==> src/shared/led_seq_pkg.sv <==
// Notes on behaviour
// Host pulses device reset before any operation.
// Host loads all settings before relying on feedback.
// Once loaded, device samples sensor against target.
// Error trims each colour duty factor.
// Each duty factor is twelve bits.
// Host may read out and restore registers itself.
// Upload command copies registers to memory.
// Download command fetches registers, then normal mode.
// Memory master addresses device 0x50 fixed protocol.
// Standalone strap: self download, then drive target.
// Open-loop mode stops feedback trimming.
// Search command: LEDs full, sensitivity searched.
// Host writes camera values; sample stores sensor.
// Calc command derives sensor-to-camera mapping.
// Active-low reset clears all device registers.
// Sleep freezes core and powers analog down.
// PWM period is (setting plus one) times 4096.
// LED outputs stay low until feedback starts; the search command also drives them.
package led_seq_pkg;
    localparam int CLK_HZ          = 40_000_000;
    localparam int CLK_MHZ         = CLK_HZ / 1_000_000;
    localparam int RESET_PULSE_NS  = 10_000;
    localparam int RESET_PULSE_CYC = (RESET_PULSE_NS * CLK_MHZ + 999) / 1000;
    localparam int MEM_BIT_NS      = 10_000;
    localparam int QUARTER_CYC     = (MEM_BIT_NS * CLK_MHZ + 3999) / 4000;
    localparam int QCNT_W          = 7;
    localparam int RCNT_W          = 9;
    localparam int DUTY_W          = 12;
    localparam int NREG            = 16;
    localparam logic [6:0] MEM_DEV_ADDR = 7'h50;
    localparam logic [7:0] MEM_WR_BYTE  = {MEM_DEV_ADDR, 1'b0};
    localparam logic [7:0] MEM_RD_BYTE  = {MEM_DEV_ADDR, 1'b1};
    localparam logic [7:0] MEM_WORD0    = 8'h00;
    // Device register indices.
    localparam int REG_PERIOD = 0;
    localparam int REG_MODE   = 1;
    localparam int REG_TARGET = 2;
    localparam int REG_CAMERA = 5;
    localparam int REG_SENSOR = 8;
    localparam int REG_OFFSET = 11;
    localparam int REG_SENS   = 14;
    localparam int REG_STATUS = 15;
    localparam int MODE_OPEN_LOOP_BIT = 0;
    localparam logic [7:0]        REG_RESET  = 8'h00;
    localparam logic [DUTY_W-1:0] DUTY_RESET = 12'h000;
    localparam logic [DUTY_W-1:0] DUTY_MAX   = 12'hfff;
    localparam logic [7:0]        SENS_START = 8'hff;
    localparam logic [DUTY_W-1:0] SAT_LEVEL  = 12'he00;
    // Host Avalon map and fields.
    localparam logic [3:0] AV_CTRL   = 4'h0;
    localparam logic [3:0] AV_CMD    = 4'h4;
    localparam logic [3:0] AV_STATUS = 4'h8;
    localparam logic [3:0] AV_RDATA  = 4'hc;
    localparam int CTRL_RESET_BIT  = 0;
    localparam int CTRL_SLEEP_BIT  = 1;
    localparam int CMD_DATA_LSB    = 0;
    localparam int CMD_ADDR_LSB    = 8;
    localparam int CMD_CODE_LSB    = 12;
    localparam int STAT_BUSY_BIT   = 0;
    localparam int STAT_DONE_BIT   = 1;
    localparam int STAT_LRST_BIT   = 2;

    typedef enum logic [2:0] {
        CMD_WRITE, CMD_READ, CMD_UPLOAD, CMD_DOWNLOAD,
        CMD_RUN, CMD_SEARCH, CMD_SAMPLE, CMD_CALC
    } cmd_t;
endpackage

==> src/shared/led_link_if.sv <==
`timescale 1ns/10ps
interface led_link_if;
    logic                    hw_reset_n;
    logic                    sleep;
    logic                    cmd_valid;
    led_seq_pkg::cmd_t       cmd_code;
    logic [3:0]              cmd_addr;
    logic [7:0]              cmd_wdata;
    logic                    cmd_ready;
    logic                    rsp_valid;
    logic [7:0]              rsp_data;

    modport dev (input hw_reset_n, sleep, cmd_valid, cmd_code, cmd_addr, cmd_wdata,
                 output cmd_ready, rsp_valid, rsp_data);
    modport host (output hw_reset_n, sleep, cmd_valid, cmd_code, cmd_addr, cmd_wdata,
                  input cmd_ready, rsp_valid, rsp_data);
endinterface

==> src/rtl/led_seq_device.sv <==
`timescale 1ns/10ps
module led_seq_device (
    input  wire logic                        CLK_IN,
    input  wire logic                        RESET_IN,
    input  wire logic                        CE_IN,
    input  wire logic                        STANDALONE_IN,
    input  wire logic [led_seq_pkg::DUTY_W-1:0] SENSOR_RED_IN,
    input  wire logic [led_seq_pkg::DUTY_W-1:0] SENSOR_GREEN_IN,
    input  wire logic [led_seq_pkg::DUTY_W-1:0] SENSOR_BLUE_IN,
    input  wire logic                        MEMORY_PORT_DATA_IN,
    output logic                             MEMORY_PORT_CLOCK_OUT,
    output logic                             MEMORY_PORT_DATA_OUT,
    output logic                             MEMORY_PORT_DATA_OE_OUT,
    output logic                             RED_LED_DRIVE_OUT,
    output logic                             GREEN_LED_DRIVE_OUT,
    output logic                             BLUE_LED_DRIVE_OUT,
    output logic [7:0]                       SENSITIVITY_OUT,
    output logic                             ANALOG_POWER_DOWN_OUT,
    led_link_if.dev                          link
);
    import led_seq_pkg::*;

    typedef enum logic [1:0] {S_READY, S_MEM, S_SEARCH} dstate_t;
    typedef enum logic [1:0] {M_IDLE, M_START, M_BIT, M_STOP} mstate_t;

    typedef struct packed {
        dstate_t                      st;
        mstate_t                      ms;
        logic                         boot;
        logic                         run;
        logic                         upload;
        logic [1:0]                   ph;
        logic [QCNT_W-1:0]            qcnt;
        logic [4:0]                   bi;
        logic [3:0]                   bitn;
        logic [7:0]                   sh;
        logic                         scl;
        logic                         sda_oe;
        logic [NREG-1:0][7:0]         regs;
        logic [2:0][DUTY_W-1:0]       duty;
        logic [7:0]                   pre;
        logic [DUTY_W-1:0]            pcnt;
        logic [2:0]                   pwm;
        logic                         rsp_v;
        logic [7:0]                   rsp_d;
    } dev_t;

    localparam dev_t DEV_RST = '{st: S_READY, ms: M_IDLE, boot: 1'b1, scl: 1'b1, default: '0};

    dev_t                       s;
    dev_t                       n;
    logic [2:0][DUTY_W-1:0]     sensor;
    logic                       wrap;
    logic                       led_on;
    logic                       rx;
    logic                       any_sat;
    logic [7:0]                 status;

    // One step toward the target per sample; saturation avoids wrap-around flicker.
    function automatic logic [DUTY_W-1:0] trim(input logic [DUTY_W-1:0] d,
                                               input logic [7:0] meas,
                                               input logic [7:0] tgt);
        logic [DUTY_W-1:0] r;
        r = d;
        if (meas < tgt && d != DUTY_MAX) begin
            r = d + 12'h001;
        end else if (meas > tgt && d != DUTY_RESET) begin
            r = d - 12'h001;
        end
        return r;
    endfunction

    assign sensor = {SENSOR_BLUE_IN, SENSOR_GREEN_IN, SENSOR_RED_IN};
    assign status = {5'h00, s.st == S_SEARCH, s.st == S_MEM, s.run};
    assign rx     = !s.upload && s.bi >= 5'd3;
    assign link.cmd_ready = (s.st == S_READY) && !s.boot && CE_IN && !link.sleep;

    always_comb begin
        n = s;
        n.rsp_v = 1'b0;
        wrap = 1'b0;
        any_sat = 1'b0;
        // Each duty step lasts period setting plus one clocks, over 4096 steps.
        if (s.pre == s.regs[REG_PERIOD]) begin
            n.pre = 8'h00;
            n.pcnt = s.pcnt + 12'h001;
            wrap = (s.pcnt == DUTY_MAX);
        end else begin
            n.pre = s.pre + 8'h01;
        end
        led_on = s.run || s.st == S_SEARCH;
        for (int c = 0; c < 3; c++) begin
            n.pwm[c] = led_on && (s.pcnt < s.duty[c]);
            any_sat = any_sat || (sensor[c] >= SAT_LEVEL);
        end
        // Sensor is sampled once per PWM period, so every reading spans whole cycles.
        if (wrap && s.run && s.st != S_SEARCH && !s.regs[REG_MODE][MODE_OPEN_LOOP_BIT]) begin
            for (int c = 0; c < 3; c++) begin
                n.duty[c] = trim(s.duty[c], sensor[c][11:4] + s.regs[REG_OFFSET+c],
                                 s.regs[REG_TARGET+c]);
            end
        end
        unique case (s.st)
            S_READY: begin
                if (s.boot) begin
                    n.boot = 1'b0;
                    if (STANDALONE_IN) begin
                        n.st = S_MEM;
                        n.upload = 1'b0;
                        n.ms = M_START;
                        n.bi = 5'd0;
                        n.ph = 2'd0;
                        n.qcnt = '0;
                        n.sh = MEM_WR_BYTE;
                    end
                end else if (link.cmd_valid) begin
                    n.rsp_v = 1'b1;
                    n.rsp_d = status;
                    unique case (link.cmd_code)
                        CMD_WRITE: begin
                            if (link.cmd_addr != 4'(REG_STATUS)) begin
                                n.regs[link.cmd_addr] = link.cmd_wdata;
                            end
                        end
                        CMD_READ: begin
                            n.rsp_d = (link.cmd_addr == 4'(REG_STATUS)) ? status : s.regs[link.cmd_addr];
                        end
                        CMD_UPLOAD, CMD_DOWNLOAD: begin
                            n.rsp_v = 1'b0;
                            n.st = S_MEM;
                            n.upload = (link.cmd_code == CMD_UPLOAD);
                            n.ms = M_START;
                            n.bi = 5'd0;
                            n.ph = 2'd0;
                            n.qcnt = '0;
                            n.sh = MEM_WR_BYTE;
                        end
                        CMD_RUN: begin
                            n.run = 1'b1;
                            n.rsp_d[0] = 1'b1;
                        end
                        CMD_SEARCH: begin
                            n.rsp_v = 1'b0;
                            n.st = S_SEARCH;
                            n.regs[REG_SENS] = SENS_START;
                            n.duty = {3{DUTY_MAX}};
                        end
                        CMD_SAMPLE: begin
                            n.regs[REG_SENSOR+int'(link.cmd_wdata[1:0])] =
                                sensor[link.cmd_wdata[1:0]][11:4];
                        end
                        CMD_CALC: begin
                            for (int c = 0; c < 3; c++) begin
                                n.regs[REG_OFFSET+c] = s.regs[REG_CAMERA+c] - s.regs[REG_SENSOR+c];
                            end
                        end
                    endcase
                end
            end
            S_SEARCH: begin
                // Highest sensitivity that keeps every channel below saturation wins.
                if (wrap) begin
                    if (any_sat && s.regs[REG_SENS] != 8'h00) begin
                        n.regs[REG_SENS] = s.regs[REG_SENS] - 8'h01;
                    end else begin
                        n.st = S_READY;
                        n.rsp_v = 1'b1;
                        n.rsp_d = status;
                    end
                end
            end
            S_MEM: begin
                if (s.qcnt == QCNT_W'(QUARTER_CYC - 1)) begin
                    n.qcnt = '0;
                    n.ph = s.ph + 2'd1;
                    unique case (s.ms)
                        M_START: begin
                            unique case (s.ph)
                                2'd0: n.sda_oe = 1'b0;
                                2'd1: n.scl = 1'b1;
                                2'd2: n.sda_oe = 1'b1;
                                2'd3: begin
                                    n.scl = 1'b0;
                                    n.ms = M_BIT;
                                    n.bitn = 4'd0;
                                end
                            endcase
                        end
                        M_BIT: begin
                            unique case (s.ph)
                                2'd0: begin
                                    if (s.bitn == 4'd8) begin
                                        n.sda_oe = rx && (s.bi != 5'(NREG + 2));
                                    end else begin
                                        n.sda_oe = !rx && !s.sh[7];
                                    end
                                end
                                2'd1: n.scl = 1'b1;
                                2'd2: begin
                                    if (rx && s.bitn != 4'd8) begin
                                        n.sh = {s.sh[6:0], MEMORY_PORT_DATA_IN};
                                    end
                                end
                                2'd3: begin
                                    n.scl = 1'b0;
                                    n.bitn = s.bitn + 4'd1;
                                    if (!rx && s.bitn != 4'd8) begin
                                        n.sh = {s.sh[6:0], 1'b0};
                                    end
                                    if (s.bitn == 4'd8) begin
                                        n.bi = s.bi + 5'd1;
                                        n.bitn = 4'd0;
                                        if (rx) begin
                                            n.regs[4'(s.bi - 5'd3)] = s.sh;
                                        end
                                        if (s.upload) begin
                                            n.sh = (s.bi == 5'd0) ? MEM_WORD0 : s.regs[4'(s.bi - 5'd1)];
                                            if (s.bi == 5'(NREG + 1)) begin
                                                n.ms = M_STOP;
                                            end
                                        end else if (s.bi == 5'd0) begin
                                            n.sh = MEM_WORD0;
                                        end else if (s.bi == 5'd1) begin
                                            n.ms = M_START;
                                            n.sh = MEM_RD_BYTE;
                                        end else if (s.bi == 5'(NREG + 2)) begin
                                            n.ms = M_STOP;
                                        end
                                    end
                                end
                            endcase
                        end
                        M_STOP: begin
                            unique case (s.ph)
                                2'd0: n.sda_oe = 1'b1;
                                2'd1: n.scl = 1'b1;
                                2'd2: n.sda_oe = 1'b0;
                                2'd3: begin
                                    n.ms = M_IDLE;
                                    n.st = S_READY;
                                    n.run = s.run || !s.upload;
                                    n.rsp_v = 1'b1;
                                    n.rsp_d = {7'h00, n.run};
                                end
                            endcase
                        end
                    endcase
                end else begin
                    n.qcnt = s.qcnt + QCNT_W'(1);
                end
            end
            default: n.st = S_READY;
        endcase
    end

    // Sleep is treated as a clock gate: nothing advances while it is high.
    always_ff @(posedge CLK_IN or negedge link.hw_reset_n) begin
        if (!link.hw_reset_n) begin
            s <= DEV_RST;
        end else if (RESET_IN) begin
            s <= DEV_RST;
        end else if (CE_IN && !link.sleep) begin
            s <= n;
        end
    end

    assign MEMORY_PORT_CLOCK_OUT   = s.scl;
    assign MEMORY_PORT_DATA_OUT    = 1'b0;
    assign MEMORY_PORT_DATA_OE_OUT = s.sda_oe;
    assign RED_LED_DRIVE_OUT       = s.pwm[0];
    assign GREEN_LED_DRIVE_OUT     = s.pwm[1];
    assign BLUE_LED_DRIVE_OUT      = s.pwm[2];
    assign SENSITIVITY_OUT         = s.regs[REG_SENS];
    assign ANALOG_POWER_DOWN_OUT   = link.sleep;
    assign link.rsp_valid          = s.rsp_v;
    assign link.rsp_data           = s.rsp_d;
endmodule

==> src/flat_wrapper.sv <==
// flat-port wrapper written by rule: the top's interface ports become plain ports
module led_seq_device_flat import led_seq_pkg::*;
  (CLK_IN, RESET_IN, CE_IN, STANDALONE_IN, SENSOR_RED_IN, SENSOR_GREEN_IN, SENSOR_BLUE_IN, MEMORY_PORT_DATA_IN, MEMORY_PORT_CLOCK_OUT, MEMORY_PORT_DATA_OUT, MEMORY_PORT_DATA_OE_OUT, RED_LED_DRIVE_OUT, GREEN_LED_DRIVE_OUT, BLUE_LED_DRIVE_OUT, SENSITIVITY_OUT, ANALOG_POWER_DOWN_OUT, link_hw_reset_n, link_sleep, link_cmd_valid, link_cmd_code, link_cmd_addr, link_cmd_wdata, link_cmd_ready, link_rsp_valid, link_rsp_data);
  led_link_if link_i ();
  input  wire logic CLK_IN;
  input  wire logic RESET_IN;
  input  wire logic CE_IN;
  input  wire logic STANDALONE_IN;
  input  wire logic [led_seq_pkg::DUTY_W-1:0] SENSOR_RED_IN;
  input  wire logic [led_seq_pkg::DUTY_W-1:0] SENSOR_GREEN_IN;
  input  wire logic [led_seq_pkg::DUTY_W-1:0] SENSOR_BLUE_IN;
  input  wire logic MEMORY_PORT_DATA_IN;
  output logic MEMORY_PORT_CLOCK_OUT;
  output logic MEMORY_PORT_DATA_OUT;
  output logic MEMORY_PORT_DATA_OE_OUT;
  output logic RED_LED_DRIVE_OUT;
  output logic GREEN_LED_DRIVE_OUT;
  output logic BLUE_LED_DRIVE_OUT;
  output logic [7:0] SENSITIVITY_OUT;
  output logic ANALOG_POWER_DOWN_OUT;
  input wire logic [$bits(link_i.hw_reset_n)-1:0] link_hw_reset_n;
  input wire logic [$bits(link_i.sleep)-1:0] link_sleep;
  input wire logic [$bits(link_i.cmd_valid)-1:0] link_cmd_valid;
  input wire logic [$bits(link_i.cmd_code)-1:0] link_cmd_code;
  input wire logic [$bits(link_i.cmd_addr)-1:0] link_cmd_addr;
  input wire logic [$bits(link_i.cmd_wdata)-1:0] link_cmd_wdata;
  output wire logic [$bits(link_i.cmd_ready)-1:0] link_cmd_ready;
  output wire logic [$bits(link_i.rsp_valid)-1:0] link_rsp_valid;
  output wire logic [$bits(link_i.rsp_data)-1:0] link_rsp_data;
  assign link_i.hw_reset_n = link_hw_reset_n;
  assign link_i.sleep = link_sleep;
  assign link_i.cmd_valid = link_cmd_valid;
  assign link_i.cmd_code = link_cmd_code;
  assign link_i.cmd_addr = link_cmd_addr;
  assign link_i.cmd_wdata = link_cmd_wdata;
  assign link_cmd_ready = link_i.cmd_ready;
  assign link_rsp_valid = link_i.rsp_valid;
  assign link_rsp_data = link_i.rsp_data;
  led_seq_device u_core (.CLK_IN(CLK_IN), .RESET_IN(RESET_IN), .CE_IN(CE_IN), .STANDALONE_IN(STANDALONE_IN), .SENSOR_RED_IN(SENSOR_RED_IN), .SENSOR_GREEN_IN(SENSOR_GREEN_IN), .SENSOR_BLUE_IN(SENSOR_BLUE_IN), .MEMORY_PORT_DATA_IN(MEMORY_PORT_DATA_IN), .MEMORY_PORT_CLOCK_OUT(MEMORY_PORT_CLOCK_OUT), .MEMORY_PORT_DATA_OUT(MEMORY_PORT_DATA_OUT), .MEMORY_PORT_DATA_OE_OUT(MEMORY_PORT_DATA_OE_OUT), .RED_LED_DRIVE_OUT(RED_LED_DRIVE_OUT), .GREEN_LED_DRIVE_OUT(GREEN_LED_DRIVE_OUT), .BLUE_LED_DRIVE_OUT(BLUE_LED_DRIVE_OUT), .SENSITIVITY_OUT(SENSITIVITY_OUT), .ANALOG_POWER_DOWN_OUT(ANALOG_POWER_DOWN_OUT), .link(link_i));
endmodule
==> config.mk <==
export PLATFORM = sky130hd
export DESIGN_NAME = led_seq_device_flat
export DESIGN_NICKNAME = d
export VERILOG_FILES = /design/src/shared/led_seq_pkg.sv /design/src/shared/led_link_if.sv /design/src/rtl/led_seq_device.sv /design/src/flat_wrapper.sv
export SDC_FILE = /design/constraint.sdc
export NUM_CORES = 1
export LEC_CHECK = 0
export BUFFER_PORTS_ARGS = -buffer_cell sky130_fd_sc_hd__buf_2
export CAP_MARGIN = 40
export CORE_ASPECT_RATIO = 2
export CORE_MARGIN = 4
export CORE_UTILIZATION = 58
export DETAILED_ROUTE_END_ITERATION = 12
export PLACE_DENSITY_LB_ADDON = 0.1
export SLEW_MARGIN = 0
export SYNTH_ARGS = -nofsm -noshare
export SYNTH_HDL_FRONTEND = slang
export SYNTH_SLANG_ARGS = --single-unit
==> constraint.sdc <==
create_clock -name CLK_IN -period 3.8 [get_ports CLK_IN]
set_input_delay 0.19 -clock CLK_IN [delete_from_list [all_inputs] [get_ports CLK_IN]]
set_output_delay 0.19 -clock CLK_IN [all_outputs]
set_load 0.01 [all_outputs]
## Word level (Yosys, flattened, before mapping)

Index checks and enable logic that the tools add are counted.

| cells by class | value |
|---|---|
| $add $sub $neg | 22 |
| $lt $le $gt $ge | 21 |
| equal/unequal tests | 66 |
| muxes and demuxes | 124 |
| reduce and logical (&&, ||, !) cells | 72 |

Operator list:

| cell | count |
|---|---|
| two-way mux 128 bit | 5 |
| two-way mux 231 bit | 2 |
| bitwise mux 128 bit | 3 |
| two-way mux 164 bit | 2 |
| case mux 112 bit (2 select lines) | 1 |
| two-way mux 8 bit | 24 |
| case mux 88 bit (2 select lines) | 1 |
| two-way mux 147 bit | 1 |
| two-way mux 36 bit | 3 |
| demux 8 bit (select 4 bit) | 3 |
| two-way mux 12 bit | 8 |
| two-way mux 9 bit | 8 |
| case mux 24 bit (3 select lines) | 1 |
| binary-select mux 8 bit (select 4 bit) | 2 |
| case mux 8 bit (2 select lines) | 4 |
| adder 12 x 1 -> 12 bit, second input constant | 4 |
| case mux 8 bit (3 select lines) | 2 |
| two-way mux 15 bit | 3 |
| inequality test 4 bit, second input constant | 11 |
| >= comparator 12 bit, second input constant | 3 |
| < comparator 12 bit | 3 |
| inequality test 12 bit, second input constant | 3 |
| inequality test 3 bit, second input constant | 12 |
| AND reduction 9 bit | 4 |
| other kinds (72) | 192 |

| word-level totals | value |
|---|---|
| bits in registers | 231 |
| input bits | 59 |
| output and inout bits | 25 |
| word-level logic and storage cells | 341 |

## Longest topological paths before layout

| logic depth | value |
|---|---|
| depth after elaboration | 19 |
| gate-level depth with buffers | 18 |
| gate-level depth less buffers | 17 |

## Least setup slack after synthesis

Ideal clock, no wire load.

| timing path | value |
|---|---|
| path type | register to register |
| start | reg u_core.s[164] in the netlist's numbering |
| end | reg u_core.s[55] in the netlist's numbering |
| setup time | 0.135 ns |
| arrival | 3.582 ns |
| data required time | 3.665 ns |
| slack | 0.083 ns |
| cell stages (with the launch flop) | 17 |
| buffers on the path | 0 |
| period minus slack after synthesis | 3.717 ns |
| cells stage by stage | dfrtp_1 ha_1 fa_1 a21o_1 a21oi_1 o21bai_1 a21oi_1 xnor2_1 ha_1 a21o_1 a21oi_1 o41ai_2 nor4_1 nand2_1 a211oi_1 xnor2_1 o21ai_0 |

| between the ends | value |
|---|---|
| word-level cells in the longest chain between the ends | 12 |
| elaborated cells on any way between the ends | 14 |
| those cells by class | add/sub (1); order compare (2); mux (9); reduce/logical (2) |

Ends and longest elaborated chain:

| what | line | RTL |
|---|---|---|
| start: declaration | led_seq_device.sv:50 | `dev_t s;` |
| start signal: assignment | led_seq_device.sv:263 | `s <= n;` |
| adder 8 bit * | led_seq_device.sv:99 | `n.duty[c] = trim(s.duty[c], sensor[c][11:4] + s.regs[REG_OFFSET+c],` |
| > comparator 8 bit | led_seq_device.sv:67 | `end else if (meas > tgt && d != DUTY_RESET) begin` |
| logical AND 1 bit | led_seq_device.sv:67 |  |
| two-way mux 12 bit | led_seq_device.sv:67 |  |
| two-way mux 12 bit * | led_seq_device.sv:65 | `if (meas < tgt && d != DUTY_MAX) begin` |
| two-way mux 36 bit * | led_seq_device.sv:97 | `if (wrap && s.run && s.st != S_SEARCH && !s.regs[REG_MODE][MODE_OPEN_LOOP_BIT]) begin` |
| two-way mux 36 bit | led_seq_device.sv:119 | `unique case (link.cmd_code)` |
| two-way mux 164 bit | led_seq_device.sv:116 | `end else if (link.cmd_valid) begin` |
| two-way mux 164 bit | led_seq_device.sv:105 | `if (s.boot) begin` |
| two-way mux 36 bit * | led_seq_device.sv:103 | `unique case (s.st)` |
| two-way mux 231 bit * | led_seq_device.sv:262 | `end else if (CE_IN && !link.sleep) begin` |
| two-way mux 231 bit * | led_seq_device.sv:260 | `end else if (RESET_IN) begin` |

Mark *: on every way between the ends. The rest lies on a longest branch, timed or not. The select of a mux whose other input is x is not followed.
A chain may end at the register's enable or synchronous reset.

## Worst setup path in the final report

| timing path | value |
|---|---|
| start | reg u_core.s[165] in the netlist's numbering |
| end | reg u_core.s[51] in the netlist's numbering |

The elaborated chain is that of the path after synthesis.

==> impl_table.tex <==
\begin{tabular}{lr}
\hline
Metric & Value \\
\hline
\multicolumn{2}{l}{\textbf{Detailed routing}} \\
\quad Vias after detailed routing & 19,518 \\
\quad Routed WL & 81,070 um \\
\quad Number of routed nets with antenna violations & 0 \\
\quad First-iteration detailed-routing DRC count & 2,097 \\
\quad Remaining routing DRC violations & 0 \\
\quad Ratio of routed vias to standard cells & 7.126 \\
\quad Avg WL per Cell & 29.60 um \\
\quad First-pass DRT Iterations & 6 \\
\multicolumn{2}{l}{\textbf{Yosys}} \\
\quad Primary FF master, synth & dfrtp\_1 \\
\quad Fraction of synthesis flops using an asynchronous set or reset pin & 100.0\% \\
\quad Number of warning messages in the yosys log & 0 \\
\quad Seq cells post-synth & 231 \\
\quad Count of flip-flops with a built-in enable after synthesis & 0 \\
\quad Proportion of synthesized chip area in sequential cells & 30.05\% \\
\quad Distinct cell type count of the synthesized netlist & 94 \\
\quad Mean cell area of the mapped netlist & 8.748 um2 \\
\quad Cell count after synthesis & 2,200 \\
\quad Netlist area before placement & 0.01924 mm2 \\
\quad Total nets after synthesis & 2,391 \\
\multicolumn{2}{l}{\textbf{STA}} \\
\quad Final worst clock skew & 0.01941 ns \\
\quad Worst max-slew margin expressed relative to the limit & 42.24\% \\
\quad Max-slew violation count & 0 \\
\quad Finish-stage setup viols & 0 \\
\quad Min Clock Period, post-route & 3.747 ns \\
\quad Number of hold-slack violations in the final timing report & 0 \\
\quad Achievable clock frequency & 266.9 MHz \\
\quad Crit share post-route & 98.61\% \\
\quad Unrepaired setup endpoints after global routing & yes \\
\quad Setup Total Neg Slack & 0 ns \\
\quad Actual transition at the worst max-transition pin & 0.8664 ns \\
\multicolumn{2}{l}{\textbf{Power and ir drop}} \\
\quad Peak VDD IR & 0.4563 mV \\
\quad P\_leak & 8.755 nW \\
\quad Areal power density over the cells & 598.9 mW/mm2 \\
\quad PnR Total Power & 12.96 mW \\
\multicolumn{2}{l}{\textbf{Final layout}} \\
\quad Post-Layout Inst Area & 0.02164 mm2 \\
\quad Utilization after layout & 65.95\% \\
\quad Share of post-route cells with drive strength above 1 & 17.83\% \\
\quad Most used cells in the layout excluding fill and tap cells & 228 x nand2\_1, 228 x dfrtp\_1, 173 x nor2\_1 \\
\quad Area added between synthesis and finish & 12.45\% \\
\quad Fin nets & 2,480 \\
\multicolumn{2}{l}{\textbf{Worst setup path}} \\
\quad Delay of the slowest critical-path stage & 0.44 ns \\
\quad Critical path data required time & 4.20 ns \\
\quad Arrival time worst endpoint & 4.15 ns \\
\quad Peak fanout along the critical path & 4 \\
\quad Critical-path cell list & ha\_1 -> a21o\_1 -> a21oi\_2 -> o21bai\_1 -> a21oi\_2 -> o21ai\_0 -> xnor2\_1 -> ha\_1 -> a21oi\_2 -> o41ai\_4 -> nor4\_2 -> buf\_4 -> nand4\_1 -> a21oi\_2 -> xnor2\_1 -> o21ai\_0 \\
\quad CP dominant cell by count & a21oi\_2 \\
\quad CP Capture Type & register \\
\quad Setup crit start kind & register \\
\quad Crit path max-delay cell type & dfrtp\_1 \\
\quad Path type of the worst setup path & reg -> reg \\
\multicolumn{2}{l}{\textbf{Floorplan}} \\
\quad Row Count & 94 \\
\quad Initial core utilization & 58.65\% \\
\quad Vertical die dimension & 265.6 um \\
\quad Core area & 0.03281 mm2 \\
\quad Full die area & 0.03634 mm2 \\
\quad Number of placed I/O pins & 84 \\
\quad Die Width & 136.8 um \\
\multicolumn{2}{l}{\textbf{CTS}} \\
\quad Clock tree buffer depth & 3 \\
\quad Number of buffers created by CTS & 25 \\
\quad Clock tree from TritonCTS & yes \\
\quad Clock Latency Late Sink & 0.57 ns \\
\quad TritonCTS sink count & 231 \\
\quad Deepest level of the CTS H-tree & 1 \\
\quad Library cell used as clock root buffer & clkbuf\_16 \\
\quad Clock-pin slew on the worst setup and hold paths & 0.07 ns \\
\multicolumn{2}{l}{\textbf{Placed design}} \\
\quad Count of input and output buffers & 70 \\
\quad Post-placement cell area & 0.02047 mm2 \\
\quad Dpl hpwl & 59,620 um \\
\quad Placer's final routability congestion estimate & 1.088 \\
\multicolumn{2}{l}{\textbf{GRT}} \\
\quad Via count of the first global-routing pass & 19,112 \\
\quad Antenna violations before repair & 4 \\
\quad Overall overflow remaining after global route & 0 \\
\quad Combined global-route utilization of all metal layers & 44.38\% \\
\quad Pin count of the biggest net entering global routing & 104 \\
\quad Global-route wire length before repair & 119,600 um \\
\multicolumn{2}{l}{\textbf{Hold path}} \\
\quad Worst min path class & in -> reg \\
\multicolumn{2}{l}{\textbf{Status}} \\
\quad Result of the run & completed \\
\multicolumn{2}{l}{\textbf{Job}} \\
\quad Number of violations of the max-capacitance limit & 0 \\
\hline
\end{tabular}
state kept, by name (all words and copies together), names as in the netlist:
register,count
u_core.RED_LED_DRIVE_OUT,1
u_core.MEMORY_PORT_DATA_OE_OUT,1
u_core.GREEN_LED_DRIVE_OUT,1
u_core.s,209
u_core.link.rsp_data,8
u_core.SENSITIVITY_OUT,8
u_core.MEMORY_PORT_CLOCK_OUT,1
u_core.BLUE_LED_DRIVE_OUT,1
u_core.link.rsp_valid,1
where the power goes:
part | total, mW | switching, mW | internal (mW)
registers | 3.61 | 0.724 | 2.89
logic | 6.78 | 3.78 | 2.99
clock network | 2.57 | 1.13 | 1.44
total | 13.0 | 5.64 | 7.32
path summary, 6_finish.rpt:
kind	endpoint	cells after the start	startpoint	slack [ns]
max	u_core.s[51]	16	u_core.s[165]	0.05
min	u_core.s[225]	2	RESET_IN	0.03
max reg2reg	u_core.s[51]	16	u_core.s[165]	0.05
min reg2reg	u_core.RED_LED_DRIVE_OUT	2	u_core.RED_LED_DRIVE_OUT	0.47
max in group asynchronous	u_core.s[41]	3	link_hw_reset_n	2.54
min in group asynchronous	u_core.s[215]	2	link_hw_reset_n	0.28
timing repair:
item                       CTS  global route
setup endpoints to repair   15            32
buffers inserted             1             8
gates resized for setup     10            56
gates cloned                 0             0
pin swaps                    6            31
hold endpoints to repair   100             0
hold buffers                 2             0
critical path: cells and delay by family, from the launching register on:
| family | cells | cell delay [ns] |
|---|---|---|
| fa+ha+maj | 2 | 0.62 |
| buf+inv | 1 | 0.18 |
| xor+xnor | 2 | 0.45 |
| flops | 1 | 0.44 |
| simple gates | 2 | 0.48 |
| compound gates | 9 | 1.42 |
cells in the mapped netlist, drive strengths merged (16+ instances only):
cell	count	area, um2
dfrtp	229	5731
nor2b	16	100.1
clkbuf	67	251.5
xnor2	73	654.4
o21ai	178	894.6
nand3	53	265.3
nor3	58	300.3
a21oi	145	737.0
a31oi	33	206.5
nand2	229	859.6
a211oi	19	175.2
nand4	34	212.7
ha	126	1577
inv	120	450.4
a22oi	32	240.2
buf	80	452.9
o31ai	16	120.1
and3	19	118.9
o22a	45	394.1
mux4	75	1697
a21o	22	165.2
nand2b	18	112.6
mux2i	19	190.2
o22ai	52	331.6
nor2	177	664.4
o221ai	32	280.3
xor2	21	183.9
o21a	31	232.7
cell families after synthesis:
family                   share of synthesized area (%)
adder cells (fa/ha/maj)                          8.816
buffers and inverters                            6.001
flip-flops                                       30.05
multiplexers                                     10.04
AO/OA/AOI/OAI                                    24.63
other                                          0.01949
AND/OR/NAND/NOR                                  16.08
XOR/XNOR                                         4.356
per-stage QoR:
| stage | setup WS (ns) | hold WS (ns) | instances |
|---|---|---|---|
| 3_5_place_dp | -0.1229 | 0.3037 | 2683 |
| 4_1_cts | 0.009714 | 0.02337 | 2729 |
| 5_1_grt | -0.1267 | 0.06078 | 2737 |
| 6_report | 0.05298 | 0.03055 | 2739 |
| 2_1_floorplan | 0.08341 | -0.1056 | 2200 |
| 3_3_place_gp | -0.06577 | 0.3110 | 2682 |
per-layer routing:
metal  wire length [um]  up-vias  GRT usage, %  part of all wire (%)
met5                 29        -             0                 0.036
met4              10550        4         40.69                    13
met3               7714      543         11.75                   9.5
met2              38420     1298         72.88                    47
met1              24370     9284         44.95                    30
li1                   -     8389             -                     -
area by class of cell:
cell class,count,area (um2)
diodes,2,5.005
clock buffers,33,705.7
clock inverters,10,110.1
fillers,2758,11170
inverters,120,450.4
multi-input cells,1702,12570
flip-flops and latches,231,5784
well taps,432,540.5
repair buffers,209,1471
Note: power is estimated with default switching activity, not from simulation.
